===== config.mk =====
export PLATFORM = sky130hd
export DESIGN_NAME = sirp_core
export DESIGN_NICKNAME = d
export VERILOG_FILES = /design/src/rtl/sirp_core.v /design/src/rtl/sirp_sync.v /design/src/rtl/sirp_baud.v
export VERILOG_INCLUDE_DIRS = /design/src /design/src/rtl
export SDC_FILE = /design/constraint.sdc
export NUM_CORES = 1
export LEC_CHECK = 0
export BUFFER_PORTS_ARGS = -buffer_cell sky130_fd_sc_hd__clkbuf_2
export CORE_MARGIN = 1.5
export CORE_UTILIZATION = 57
export DETAILED_ROUTE_END_ITERATION = 8
export GPL_ROUTABILITY_DRIVEN = 0
export PLACE_DENSITY = 0.83
export SYNTH_ARGS = -nofsm -noshare
export SYNTH_HDL_FRONTEND = slang
export SYNTH_SLANG_ARGS = --single-unit

===== constraint.sdc =====
create_clock -name mclk -period 4.29 [get_ports mclk]
set_input_delay 0.858 -clock mclk [delete_from_list [all_inputs] [get_ports mclk]]
set_output_delay 0.858 -clock mclk [all_outputs]
set_load 0.03 [all_outputs]

===== src/rtl/sirp_map.vh =====
// Constants for the serial interface interrupt, reset and pin logic
`ifndef SIRP_MAP_VH
`define SIRP_MAP_VH

// Control bit reset values
`define SIRP_RST_TX_IRQ_EN 1'h0
`define SIRP_RST_RX_IRQ_EN 1'h0
`define SIRP_RST_MASTER 1'h1
`define SIRP_RST_CPOL 1'h0
`define SIRP_RST_CPHA 1'h1
`define SIRP_RST_WIRED_OR 1'h0
`define SIRP_RST_ENABLE 1'h0
`define SIRP_RST_ERR_IRQ_EN 1'h0
`define SIRP_RST_MODE_FAULT_FLAG_EN 1'h0
`define SIRP_RST_RATE 2'h0

// Status flag reset values
`define SIRP_RST_TX_EMPTY 1'h1
`define SIRP_RST_RX_FULL 1'h0
`define SIRP_RST_OVERFLOW 1'h0
`define SIRP_RST_MODE_FAULT 1'h0

// Rate select codes
`define SIRP_RATE_DIV2 2'h0
`define SIRP_RATE_DIV8 2'h1
`define SIRP_RATE_DIV32 2'h2
`define SIRP_RATE_DIV128 2'h3

// Half serial clock period in bus clock cycles per rate
`define SIRP_HALF_DIV2 7'h01
`define SIRP_HALF_DIV8 7'h04
`define SIRP_HALF_DIV32 7'h10
`define SIRP_HALF_DIV128 7'h40

// Synchroniser depth
`define SIRP_SYNC_STAGES 2

`endif


===== src/rtl/sirp_core.v =====
// Serial interface core: flags, interrupts, transmit queue, resets and pins
`timescale 1ns/10ps
`default_nettype none
`include "sirp_map.vh"

module sirp_core #(
  parameter DATA_W = 8
) (
  input wire mclk,
  input wire rst,
  // CPU side
  input wire waitMode,
  input wire stopMode,
  input wire breakActive,
  input wire breakClearEnable,
  input wire serialControlWr,
  input wire wrTxIrqEnable,
  input wire wrRxIrqEnable,
  input wire wrMasterSelect,
  input wire wrCpol,
  input wire wrCpha,
  input wire wrWiredOrMode,
  input wire wrModuleEnable,
  input wire statusControlWr,
  input wire wrErrorIrqEnable,
  input wire wrModeFaultEnable,
  input wire wrRateSelectHi,
  input wire wrRateSelectLo,
  input wire statusRd,
  input wire dataRd,
  input wire dataWr,
  input wire [DATA_W-1:0] dataWrByte,
  output wire [DATA_W-1:0] rxData,
  output reg txIrqEnable_ff,
  output reg rxIrqEnable_ff,
  output reg masterSelect_ff,
  output reg cpol_ff,
  output reg cpha_ff,
  output reg wiredOrMode_ff,
  output reg moduleEnable_ff,
  output reg errorIrqEnable_ff,
  output reg modeFaultEnable_ff,
  output reg rateSelectHi_ff,
  output reg rateSelectLo_ff,
  output reg txEmptyFlag_ff,
  output reg rxFullFlag_ff,
  output reg overflowFlag_ff,
  output reg modeFaultFlag_ff,
  output wire txIrq,
  output wire rxErrIrq,
  output wire wakeReq,
  // Pins
  output wire pinsOwned,
  input wire serialClockIn,
  output wire serialClockOut,
  output wire serialClockOe,
  input wire mosiIn,
  output wire mosiOut,
  output wire mosiOe,
  input wire misoIn,
  output wire misoOut,
  output wire misoOe,
  input wire slaveSelectIn_n
);

  localparam EW = $clog2(2 * DATA_W);
  localparam LAST_EDGE = 2 * DATA_W - 1;

  reg [DATA_W-1:0] txBuf_ff;
  reg [DATA_W-1:0] shift_ff;
  reg [DATA_W-1:0] rxData_ff;
  reg [EW-1:0] edgeCnt_ff;
  reg busy_ff;
  reg halfWait_ff;
  reg lostByte_ff;
  reg sckAct_ff;
  reg outBit_ff;
  reg captBit_ff;
  reg sckPrev_ff;
  reg ssPrev_ff;
  reg modfArm_ff;
  reg ovrArm_ff;

  wire [3:0] pinSync;
  wire sckS;
  wire mosiS;
  wire misoS;
  wire ssS_n;
  wire tick;

  ////////////////////////////////////////////////////////////////////////////
  // Pin input synchronisers and master clock divider

  sirp_sync #(
    .WIDTH(4),
    .RST_VAL(4'h8)
  ) u_sync (
    .mclk(mclk),
    .rst(rst),
    .asyncIn({slaveSelectIn_n, serialClockIn, mosiIn, misoIn}),
    .syncOut(pinSync)
  );

  assign ssS_n = pinSync[3];
  assign sckS = pinSync[2];
  assign mosiS = pinSync[1];
  assign misoS = pinSync[0];

  wire active = moduleEnable_ff & ~stopMode;

  sirp_baud #(
    .CNT_W(7)
  ) u_baud (
    .mclk(mclk),
    .rst(rst),
    .enable(active & masterSelect_ff),
    .rateSel({rateSelectHi_ff, rateSelectLo_ff}),
    .tick(tick)
  );

  ////////////////////////////////////////////////////////////////////////////
  // Access qualifiers

  wire cpuOk = ~waitMode;
  wire blockClr = breakActive & ~breakClearEnable;
  wire dataWrOk = dataWr & cpuOk & ~blockClr & moduleEnable_ff;
  wire dataRdOk = dataRd & cpuOk;
  wire statusRdOk = statusRd & cpuOk & ~blockClr;
  wire ctrlWrOk = serialControlWr & cpuOk;
  wire statCtrlWrOk = statusControlWr & cpuOk;

  ////////////////////////////////////////////////////////////////////////////
  // Serial clock edges

  wire isMaster = masterSelect_ff;
  wire slaveSel = active & ~isMaster & ~ssS_n;
  wire slaveStart = slaveSel & ssPrev_ff & ~cpha_ff & ~busy_ff;
  wire slaveAbort = active & ~isMaster & ssS_n & busy_ff;
  wire sckToggle = sckS ^ sckPrev_ff;
  wire slaveEdge = slaveSel & sckToggle & (busy_ff | cpha_ff);
  wire masterEdge = active & isMaster & busy_ff & tick & ~halfWait_ff;
  wire edgeAny = masterEdge | slaveEdge;
  wire edgeLead = isMaster ? ~sckAct_ff : (sckS ^ cpol_ff);
  wire sampleEdge = edgeAny & (edgeLead ^ cpha_ff);
  wire shiftEdge = edgeAny & ~(edgeLead ^ cpha_ff);
  wire lastEdge = edgeAny & (edgeCnt_ff == LAST_EDGE[EW-1:0]);
  wire firstSample = sampleEdge & (edgeCnt_ff[EW-1:1] == {(EW-1){1'b0}});
  wire inBit = isMaster ? misoS : mosiS;
  wire [DATA_W-1:0] newByte = {shift_ff[DATA_W-2:0], cpha_ff ? inBit : captBit_ff};

  // Buffer moves to shifter when idle or at the end of a byte
  wire loadNow = active & ~txEmptyFlag_ff & ((~busy_ff & ~edgeAny) | lastEdge);
  wire masterFault = active & isMaster & modeFaultEnable_ff & ~ssS_n;
  wire slaveFault = slaveAbort & modeFaultEnable_ff;

  ////////////////////////////////////////////////////////////////////////////
  // Control bits, loaded by writes and by system reset; a master mode fault also clears moduleEnable_ff

  always @(posedge mclk or posedge rst) begin
    if (rst) begin
      txIrqEnable_ff <= `SIRP_RST_TX_IRQ_EN;
      rxIrqEnable_ff <= `SIRP_RST_RX_IRQ_EN;
      masterSelect_ff <= `SIRP_RST_MASTER;
      cpol_ff <= `SIRP_RST_CPOL;
      cpha_ff <= `SIRP_RST_CPHA;
      wiredOrMode_ff <= `SIRP_RST_WIRED_OR;
      moduleEnable_ff <= `SIRP_RST_ENABLE;
      errorIrqEnable_ff <= `SIRP_RST_ERR_IRQ_EN;
      modeFaultEnable_ff <= `SIRP_RST_MODE_FAULT_FLAG_EN;
      {rateSelectHi_ff, rateSelectLo_ff} <= `SIRP_RST_RATE;
    end else begin
      if (ctrlWrOk) begin
        txIrqEnable_ff <= wrTxIrqEnable;
        rxIrqEnable_ff <= wrRxIrqEnable;
        masterSelect_ff <= wrMasterSelect;
        cpol_ff <= wrCpol;
        cpha_ff <= wrCpha;
        wiredOrMode_ff <= wrWiredOrMode;
        moduleEnable_ff <= wrModuleEnable;
      end
      if (masterFault) begin
        moduleEnable_ff <= 1'b0;
      end
      if (statCtrlWrOk) begin
        errorIrqEnable_ff <= wrErrorIrqEnable;
        modeFaultEnable_ff <= wrModeFaultEnable;
        rateSelectHi_ff <= wrRateSelectHi;
        rateSelectLo_ff <= wrRateSelectLo;
      end
    end
  end

  ////////////////////////////////////////////////////////////////////////////
  // Status flags; a hardware set wins over a clear in the same cycle

  always @(posedge mclk or posedge rst) begin
    if (rst) begin
      txEmptyFlag_ff <= `SIRP_RST_TX_EMPTY;
      rxFullFlag_ff <= `SIRP_RST_RX_FULL;
      overflowFlag_ff <= `SIRP_RST_OVERFLOW;
      modeFaultFlag_ff <= `SIRP_RST_MODE_FAULT;
      modfArm_ff <= 1'b0;
      ovrArm_ff <= 1'b0;
    end else begin
      if (~moduleEnable_ff | loadNow) begin
        txEmptyFlag_ff <= 1'b1;
      end else if (dataWrOk) begin
        txEmptyFlag_ff <= 1'b0;
      end
      if (lastEdge & ~lostByte_ff) begin
        rxFullFlag_ff <= 1'b1;
      end else if (dataRdOk & ~blockClr) begin
        rxFullFlag_ff <= 1'b0;
      end
      if (firstSample & rxFullFlag_ff) begin
        overflowFlag_ff <= 1'b1;
        ovrArm_ff <= 1'b0;
      end else if (dataRdOk & ~blockClr & ovrArm_ff) begin
        overflowFlag_ff <= 1'b0;
        ovrArm_ff <= 1'b0;
      end else if (statusRdOk & overflowFlag_ff) begin
        ovrArm_ff <= 1'b1;
      end
      if (masterFault | slaveFault) begin
        modeFaultFlag_ff <= 1'b1;
        modfArm_ff <= 1'b0;
      end else if (ctrlWrOk & ~blockClr & modfArm_ff) begin
        modeFaultFlag_ff <= 1'b0;
        modfArm_ff <= 1'b0;
      end else if (statusRdOk & modeFaultFlag_ff) begin
        modfArm_ff <= 1'b1;
      end
    end
  end

  ////////////////////////////////////////////////////////////////////////////
  // Transmit buffer, shifter and transfer state

  always @(posedge mclk or posedge rst) begin
    if (rst) begin
      txBuf_ff <= {DATA_W{1'b0}};
      shift_ff <= {DATA_W{1'b0}};
      rxData_ff <= {DATA_W{1'b0}};
      edgeCnt_ff <= {EW{1'b0}};
      busy_ff <= 1'b0;
      halfWait_ff <= 1'b0;
      lostByte_ff <= 1'b0;
      sckAct_ff <= 1'b0;
      outBit_ff <= 1'b0;
      captBit_ff <= 1'b0;
      sckPrev_ff <= 1'b0;
      ssPrev_ff <= 1'b1;
    end else begin
      sckPrev_ff <= sckS;
      ssPrev_ff <= ssS_n;
      if (dataWrOk) begin
        txBuf_ff <= dataWrByte;
      end
      if (~moduleEnable_ff) begin
        busy_ff <= 1'b0;
        shift_ff <= {DATA_W{1'b0}};
        edgeCnt_ff <= {EW{1'b0}};
        halfWait_ff <= 1'b0;
        lostByte_ff <= 1'b0;
        sckAct_ff <= 1'b0;
      end else if (slaveAbort) begin
        busy_ff <= 1'b0;
        edgeCnt_ff <= {EW{1'b0}};
        lostByte_ff <= 1'b0;
      end else begin
        if (masterEdge) begin
          sckAct_ff <= ~sckAct_ff;
        end
        if (active & isMaster & busy_ff & tick & halfWait_ff) begin
          halfWait_ff <= 1'b0;
        end
        if (slaveStart) begin
          busy_ff <= 1'b1;
          edgeCnt_ff <= {EW{1'b0}};
        end
        if (edgeAny) begin
          busy_ff <= 1'b1;
          edgeCnt_ff <= edgeCnt_ff + {{(EW-1){1'b0}}, 1'b1};
        end
        if (sampleEdge) begin
          captBit_ff <= inBit;
        end
        if (firstSample & rxFullFlag_ff) begin
          lostByte_ff <= 1'b1;
        end
        if (edgeAny & edgeLead & cpha_ff) begin
          outBit_ff <= shift_ff[DATA_W-1];
        end
        if (shiftEdge & ~cpha_ff & ~lastEdge) begin
          shift_ff <= newByte;
        end
        if (sampleEdge & cpha_ff & ~lastEdge) begin
          shift_ff <= newByte;
        end
        if (lastEdge) begin
          edgeCnt_ff <= {EW{1'b0}};
          lostByte_ff <= 1'b0;
          busy_ff <= isMaster & loadNow;
          shift_ff <= loadNow ? txBuf_ff : newByte;
          if (~lostByte_ff) begin
            rxData_ff <= newByte;
          end
        end else if (loadNow) begin
          shift_ff <= txBuf_ff;
          busy_ff <= isMaster;
        end
        if (loadNow & isMaster) begin
          halfWait_ff <= ~cpha_ff;
        end
      end
    end
  end

  assign rxData = rxData_ff;

  ////////////////////////////////////////////////////////////////////////////
  // Interrupt request levels

  assign txIrq = txEmptyFlag_ff & txIrqEnable_ff;
  assign rxErrIrq = (rxFullFlag_ff & rxIrqEnable_ff & moduleEnable_ff)
    | (errorIrqEnable_ff & (overflowFlag_ff | modeFaultFlag_ff));
  assign wakeReq = waitMode & (txIrq | rxErrIrq);

  ////////////////////////////////////////////////////////////////////////////
  // Pin drivers: {oe, out}; wired-OR drives low only

  function [1:0] padDrive;
    input en;
    input level;
    input wom;
    begin
      if (~en) begin
        padDrive = 2'h0;
      end else if (wom) begin
        padDrive = {~level, 1'b0};
      end else begin
        padDrive = {1'b1, level};
      end
    end
  endfunction

  wire dataBit = cpha_ff ? outBit_ff : shift_ff[DATA_W-1];
  wire [1:0] sckPad = padDrive(moduleEnable_ff & isMaster, cpol_ff ^ sckAct_ff,
    wiredOrMode_ff);
  wire [1:0] mosiPad = padDrive(moduleEnable_ff & isMaster, dataBit,
    wiredOrMode_ff);
  wire [1:0] misoPad = padDrive(moduleEnable_ff & ~isMaster & ~ssS_n, dataBit,
    wiredOrMode_ff);

  assign pinsOwned = moduleEnable_ff;
  assign serialClockOe = sckPad[1];
  assign serialClockOut = sckPad[0];
  assign mosiOe = mosiPad[1];
  assign mosiOut = mosiPad[0];
  assign misoOe = misoPad[1];
  assign misoOut = misoPad[0];

endmodule

`default_nettype wire


===== src/rtl/sirp_sync.v =====
// Two flip-flop synchroniser for the serial pins
`timescale 1ns/10ps
`default_nettype none

module sirp_sync #(
  parameter WIDTH = 4,
  parameter [WIDTH-1:0] RST_VAL = {WIDTH{1'b0}}
) (
  input wire mclk,
  input wire rst,
  input wire [WIDTH-1:0] asyncIn,
  output reg [WIDTH-1:0] syncOut
);

  reg [WIDTH-1:0] meta_ff;

  always @(posedge mclk or posedge rst) begin
    if (rst) begin
      meta_ff <= RST_VAL;
      syncOut <= RST_VAL;
    end else begin
      meta_ff <= asyncIn;
      syncOut <= meta_ff;
    end
  end

endmodule

`default_nettype wire


===== src/rtl/sirp_baud.v =====
// Master serial clock half-period tick generator
`timescale 1ns/10ps
`default_nettype none
`include "sirp_map.vh"

module sirp_baud #(
  parameter CNT_W = 7
) (
  input wire mclk,
  input wire rst,
  input wire enable,
  input wire [1:0] rateSel,
  output wire tick
);

  reg [CNT_W-1:0] cnt_ff;
  wire [CNT_W-1:0] halfLen;

  function [CNT_W-1:0] halfOf;
    input [1:0] sel;
    begin
      case (sel)
        `SIRP_RATE_DIV2: halfOf = `SIRP_HALF_DIV2;
        `SIRP_RATE_DIV8: halfOf = `SIRP_HALF_DIV8;
        `SIRP_RATE_DIV32: halfOf = `SIRP_HALF_DIV32;
        default: halfOf = `SIRP_HALF_DIV128;
      endcase
    end
  endfunction

  assign halfLen = halfOf(rateSel);
  assign tick = enable & (cnt_ff == halfLen - {{(CNT_W-1){1'b0}}, 1'b1});

  always @(posedge mclk or posedge rst) begin
    if (rst) begin
      cnt_ff <= {CNT_W{1'b0}};
    end else if (~enable | tick) begin
      cnt_ff <= {CNT_W{1'b0}};
    end else begin
      cnt_ff <= cnt_ff + {{(CNT_W-1){1'b0}}, 1'b1};
    end
  end

endmodule

`default_nettype wire


Word level (Yosys, flattened, before mapping)
Index checks and enable logic that the tools add are counted.
Storage, ports and cells
  bits in latches: 0
  input bits: 34
  word-level logic and storage cells: 208
  memory bits (read-only): 0
  output and inout port bits: 33
  flip-flop bits (word level): 68
  memories kept: 0
  RAM bits: 0
Cells by class
  div/mod/pow operators: 0
  add/sub/neg operators: 3
  bitwise operators: 91
  $lt $le $gt $ge: 0
  equal/unequal tests: 11
  mux-type cells: 56
  reductions and logical operators: 15
  shift operators: 0
  $mul: 0
Operator list (number)
  1-bit AND: 58
  8-bit two-way mux: 7
  1-bit two-way mux: 37
  7-bit case mux with 3 select lines: 1
  4-bit two-way mux: 5
  1-bit NOT: 20
  2-bit two-way mux: 5
  5-bit by 1-bit inequality test with 1-bit output (second input constant): 2
  2-bit nonzero test: 5
  1-bit OR: 9
  7-bit by 1-bit adder with 7-bit output (second input constant): 1
  7-bit equality test: 1
  7-bit two-way mux: 1
  7-bit by 1-bit subtractor with 7-bit output (second input constant): 1
  6-bit by 1-bit inequality test with 1-bit output (second input constant): 1
  2-bit AND reduction: 3
  3-bit AND reduction: 2
  3-bit nonzero test: 2
  4-bit by 1-bit adder with 4-bit output (second input constant): 1
  4-bit equality test (second input constant): 1
  4-bit by 1-bit inequality test with 1-bit output (second input constant): 1
  4-bit AND reduction: 1
  1-bit XOR: 4
  3-bit logical NOT: 1
  6 further kinds: 6

Depth between registers and ports, before layout
  word-level depth: 17
  depth in mapped cells: 8
  mapped depth without buffers: 6

Hierarchy
A second synthesis with hierarchy kept.
Unflattened totals
  cells, all modules: 272
  area total of the unflattened synthesis: 3218.1 µm²
By module, submodules not included
  sirp_core: area each 2572.5 µm², times used 1, seq. area each 1331.3 µm², cells each 220
  sirp_baud: area each 439.2 µm², times used 1, seq. area each 175.2 µm², cells each 43
  sirp_sync: area each 206.4 µm², times used 1, seq. area each 202.7 µm², cells each 9

Worst setup path before layout
OpenSTA, ideal clock, no wires.
  kind: reg2out
  from: reg cpha_ff
  to: out misoOe
  required time: 3432 ps
  path buffers: 1
  arrival: 1834 ps
  slack: 1598 ps
  cell stages (with the launch flop): 4
  cell sequence: dfstp_2 > clkbuf_1 > mux2_2 > a21oi_1
On the way
  longest elaborated chain between the ends: 4
Ends and longest elaborated chain
  from (decl): line sirp_core.v:38  | output reg cpha_ff,
  from (signal assigned): line sirp_core.v:165  | cpha_ff <= `SIRP_RST_CPHA;
  from (signal assigned): line sirp_core.v:177  | cpha_ff <= wrCpha;
  1-bit two-way mux: line sirp_core.v:347  | wire dataBit = cpha_ff ? outBit_ff : shift_ff[DATA_W-1];
  1-bit NOT: line sirp_core.v:340  | padDrive = {~level, 1'b0};
  2-bit two-way mux: line sirp_core.v:339  | end else if (wom) begin
  2-bit two-way mux: line sirp_core.v:337  | if (~en) begin
  to (decl): line sirp_core.v:62  | output wire misoOe,
No other way between the ends.

Worst setup path after layout
  from: reg moduleEnable_ff
  to: out mosiOut
On the way
  longest elaborated chain between the ends: 2
Ends and longest elaborated chain
  from (decl): line sirp_core.v:40  | output reg moduleEnable_ff,
  from (signal assigned): line sirp_core.v:167  | moduleEnable_ff <= `SIRP_RST_ENABLE;
  from (signal assigned): line sirp_core.v:179  | moduleEnable_ff <= wrModuleEnable;
  1-bit AND: line sirp_core.v:350  | wire [1:0] mosiPad = padDrive(moduleEnable_ff & isMaster, dataBit,
  2-bit two-way mux: line sirp_core.v:337
  to (decl): line sirp_core.v:58  | output wire mosiOut,
No other way between the ends.

==> results.yml <==
clock_tree:
  clockBufferDepth: 2
  cts.sinks: 68
  cts_htree_levels: 3
  clk_pin_slew_ns: 0.07
  cts_buffers: 9
  clk_latency_ns: 0.35
  ctsHoldBuffers: 0
  ctsResizeCount: 0
  cts-root-buf: "clkbuf_8"
  cts_tree: "done"
  post_cts.repair.setup_buffers: 0
sta:
  rsz0062_at_grt: "no"
  max_freq_mhz: 358
  setup_slack_ns: 1.49
  setup-violations-final: 0
  final_hold_viol_count: 0
  maxSlewHeadroom_pct: 44.6
  period_share_pct: 65.2
  tightestPinTransition_ns: 0.830
  fin_skew_ns: 0.00969
  drv_slew: 0
  period_minus_slack_ns: 2.80
  tns_ns: 0
synthesis:
  ys_warn_count: 0
  synth_area_leaders: "dfrtp_1, dfstp_2, mux2_2"
  synth_commonest_cells: "dfrtp_1, nand2_1, o21ai_0"
  synthDominantCellAreaShare_pct: 48.0
  seq_area_frac_synth_pct: 52.8
  synth-edff-count: 0
  netlist_area_sq_um: 3240
  ys_types: 47
  synth-seq-cells: 68
  synthFlopType: "dfrtp_1"
  synth_nets: 322
  syn_area_per_cell_sq_um: 11.3
  async_reset_ff_share_pct: 100
  synth.most_common_cell: "dfrtp_1"
  syn_inst: 286
  synth_top_area_cell: "dfrtp_1"
drt:
  dr_wl_met2_microns: 3470
  met3_length_microns: 268
  routed_wl_microns: 6850
  vias_per_cell: 5.56
  postRouteAntennaNets: 0
  drc: 0
  highest_layer: "met4"
  drtIter0Drc: 136
  wirelength_met1_microns: 2980
  via_count: 2404
  wire_per_inst_microns: 15.9
  first_pass_iters: 4
setup_path:
  cp-start-kind: "flop"
  slowest_delay_ns: 0.79
  cp_num_buf_inv: 1
  crit_slowest_cell: "dfrtp_1"
  crit_family: "flip-flops"
  crit_type: "reg -> out"
  crit_path_max_fanout: 21
  end_kind: "output pin"
  cp_cell_sequence: "nand2_1 -> nor3_1 -> clkbuf_2"
  arrival_ns: 1.94
  worstPathRequired_ns: 3.43
layout:
  stdcell_area_sq_um: 3790
  nFillCells: 403
  fin_nets: 391
  layout-drive-gt1-share_pct: 33.3
  post-route-util_pct: 68.8
  area_delta_synth_final_pct: 17.0
  antenna_cells: 0
global_routing:
  antenna_found_initial: 0
  grt_max_degree: 41
  track_usage_pct: 25.1
  grt_pass1_wl_microns: 11500
  first_global_vias: 2424
  grt-ovfl-total: 0
floorplanning:
  coreArea_sq_um: 5510
  die_width_microns: 78.3
  io_pins: 67
  die_h_microns: 78.3
  dieArea_sq_um: 6140
  rows: 27
  start_util_pct: 58.8
place:
  post-place-ws_ns: 1.53
  placed_cell_area_sq_um: 3620
  hpwl_microns: 5010
  io_buffers: 66
job:
  maxCapViolations: 0
power:
  total_power_mw: 1.56
  power_density_nw_per_um2: 412
  ir_drop_v: 0.000281
  leakage_nw: 1.92
hold_path:
  worstHoldPathType: "reg -> reg"
outcome:
  status: "finished, final reports clean"
==> layout make-up <==
type	count	area, sq um	share of cell area, %
Multi-Input combinational cell	196	1440	37.9
Clock inverter	2	12.5	0.330
Clock buffer	14	153	4.03
Timing Repair Buffer	67	338	8.92
Inverter	13	48.8	1.29
Sequential cell	68	1710	45.1
Tap cell	72	90.1	2.38
==> layer usage <==
layer	vias to the layer above	track usage, %
met3	12	5.93
met1	1184	32.5
li1	1141	-
met5	-	0
met2	67	40.5
met4	0	10.7
==> metrics by stage <==
stage / std cells / hold WS, ns
finish: 432 / 0.350
global route: 432 / 0.357
CTS: 432 / 0.350
detailed placement: 416 / 0.335
global placement: 416 / 0.334
floorplan: 286 / 0.331
==> report_power, final <==
group | total [mW] | internal [mW] | switching, mW
clock | 0.456 | 0.226 | 0.230
sequential | 0.786 | 0.717 | 0.0685
combinational | 0.317 | 0.119 | 0.198
total | 1.56 | 1.06 | 0.496
==> cells by family (layout without fill, tap and decap cells) <==
| group | after synthesis | after routing | share of synthesized area [%] |
|---|---|---|---|
| and+or+nand+nor | 95 | 95 | 15.2 |
| DFF | 68 | 68 | 52.8 |
| AOI/OAI and AO/OA | 48 | 48 | 10.9 |
| muxes | 41 | 41 | 14.7 |
| buffers and inverters | 22 | 96 | 2.82 |
| xor gates and xnor gates | 10 | 10 | 2.71 |
| adders and majority gates | 2 | 2 | 0.773 |
==> flip-flops by register name (all words and copies together) (netlist names), 4 cells and up <==
register,flops
u_sync.meta_ff,4
rxData,8
edgeCnt_ff,4
shift_ff,8
txBuf_ff,8
u_sync.syncOut,4
u_baud.cnt_ff,7
==> worst reg2reg max path, cell delays in order, from the launching register on <==
cell,delay [ns]
dfrtp_1,0.79
nand2_1,0.29
nor4_2,0.31
o221a_4,0.28
o21ai_0,0.13
nor4_1,0.60
nor2_1,0.15
==> cells in the final DEF, fill, tap and decap left out, types with 7 or more instances in the layout <==
cell,n
o21ai_0,16
nor2_1,15
mux2_2,13
mux2_4,8
clkbuf_2,66
mux2i_1,13
nor3_1,7
nand3_1,15
a21oi_1,9
mux2_1,7
inv_1,12
clkbuf_8,10
dfrtp_1,62
nand2_1,26
==> path summary, 6_finish.rpt <==
| kind | startpoint | endpoint | slack (ns) | depth (start not counted) |
|---|---|---|---|---|
| max in group asynchronous | rst | ssPrev_ff | 2.72 | 3 |
| min in group asynchronous | rst | shift_ff[2] | 0.66 | 2 |
| hold reg to reg | u_sync.meta_ff[0] | u_sync.syncOut[0] | 0.35 | 0 |
| setup reg to reg | moduleEnable_ff | ovrArm_ff | 1.59 | 6 |
| setup / recovery | moduleEnable_ff | mosiOut | 1.49 | 3 |
| hold / removal | u_sync.meta_ff[0] | u_sync.syncOut[0] | 0.35 | 0 |
(Power assumes the default switching activity.)
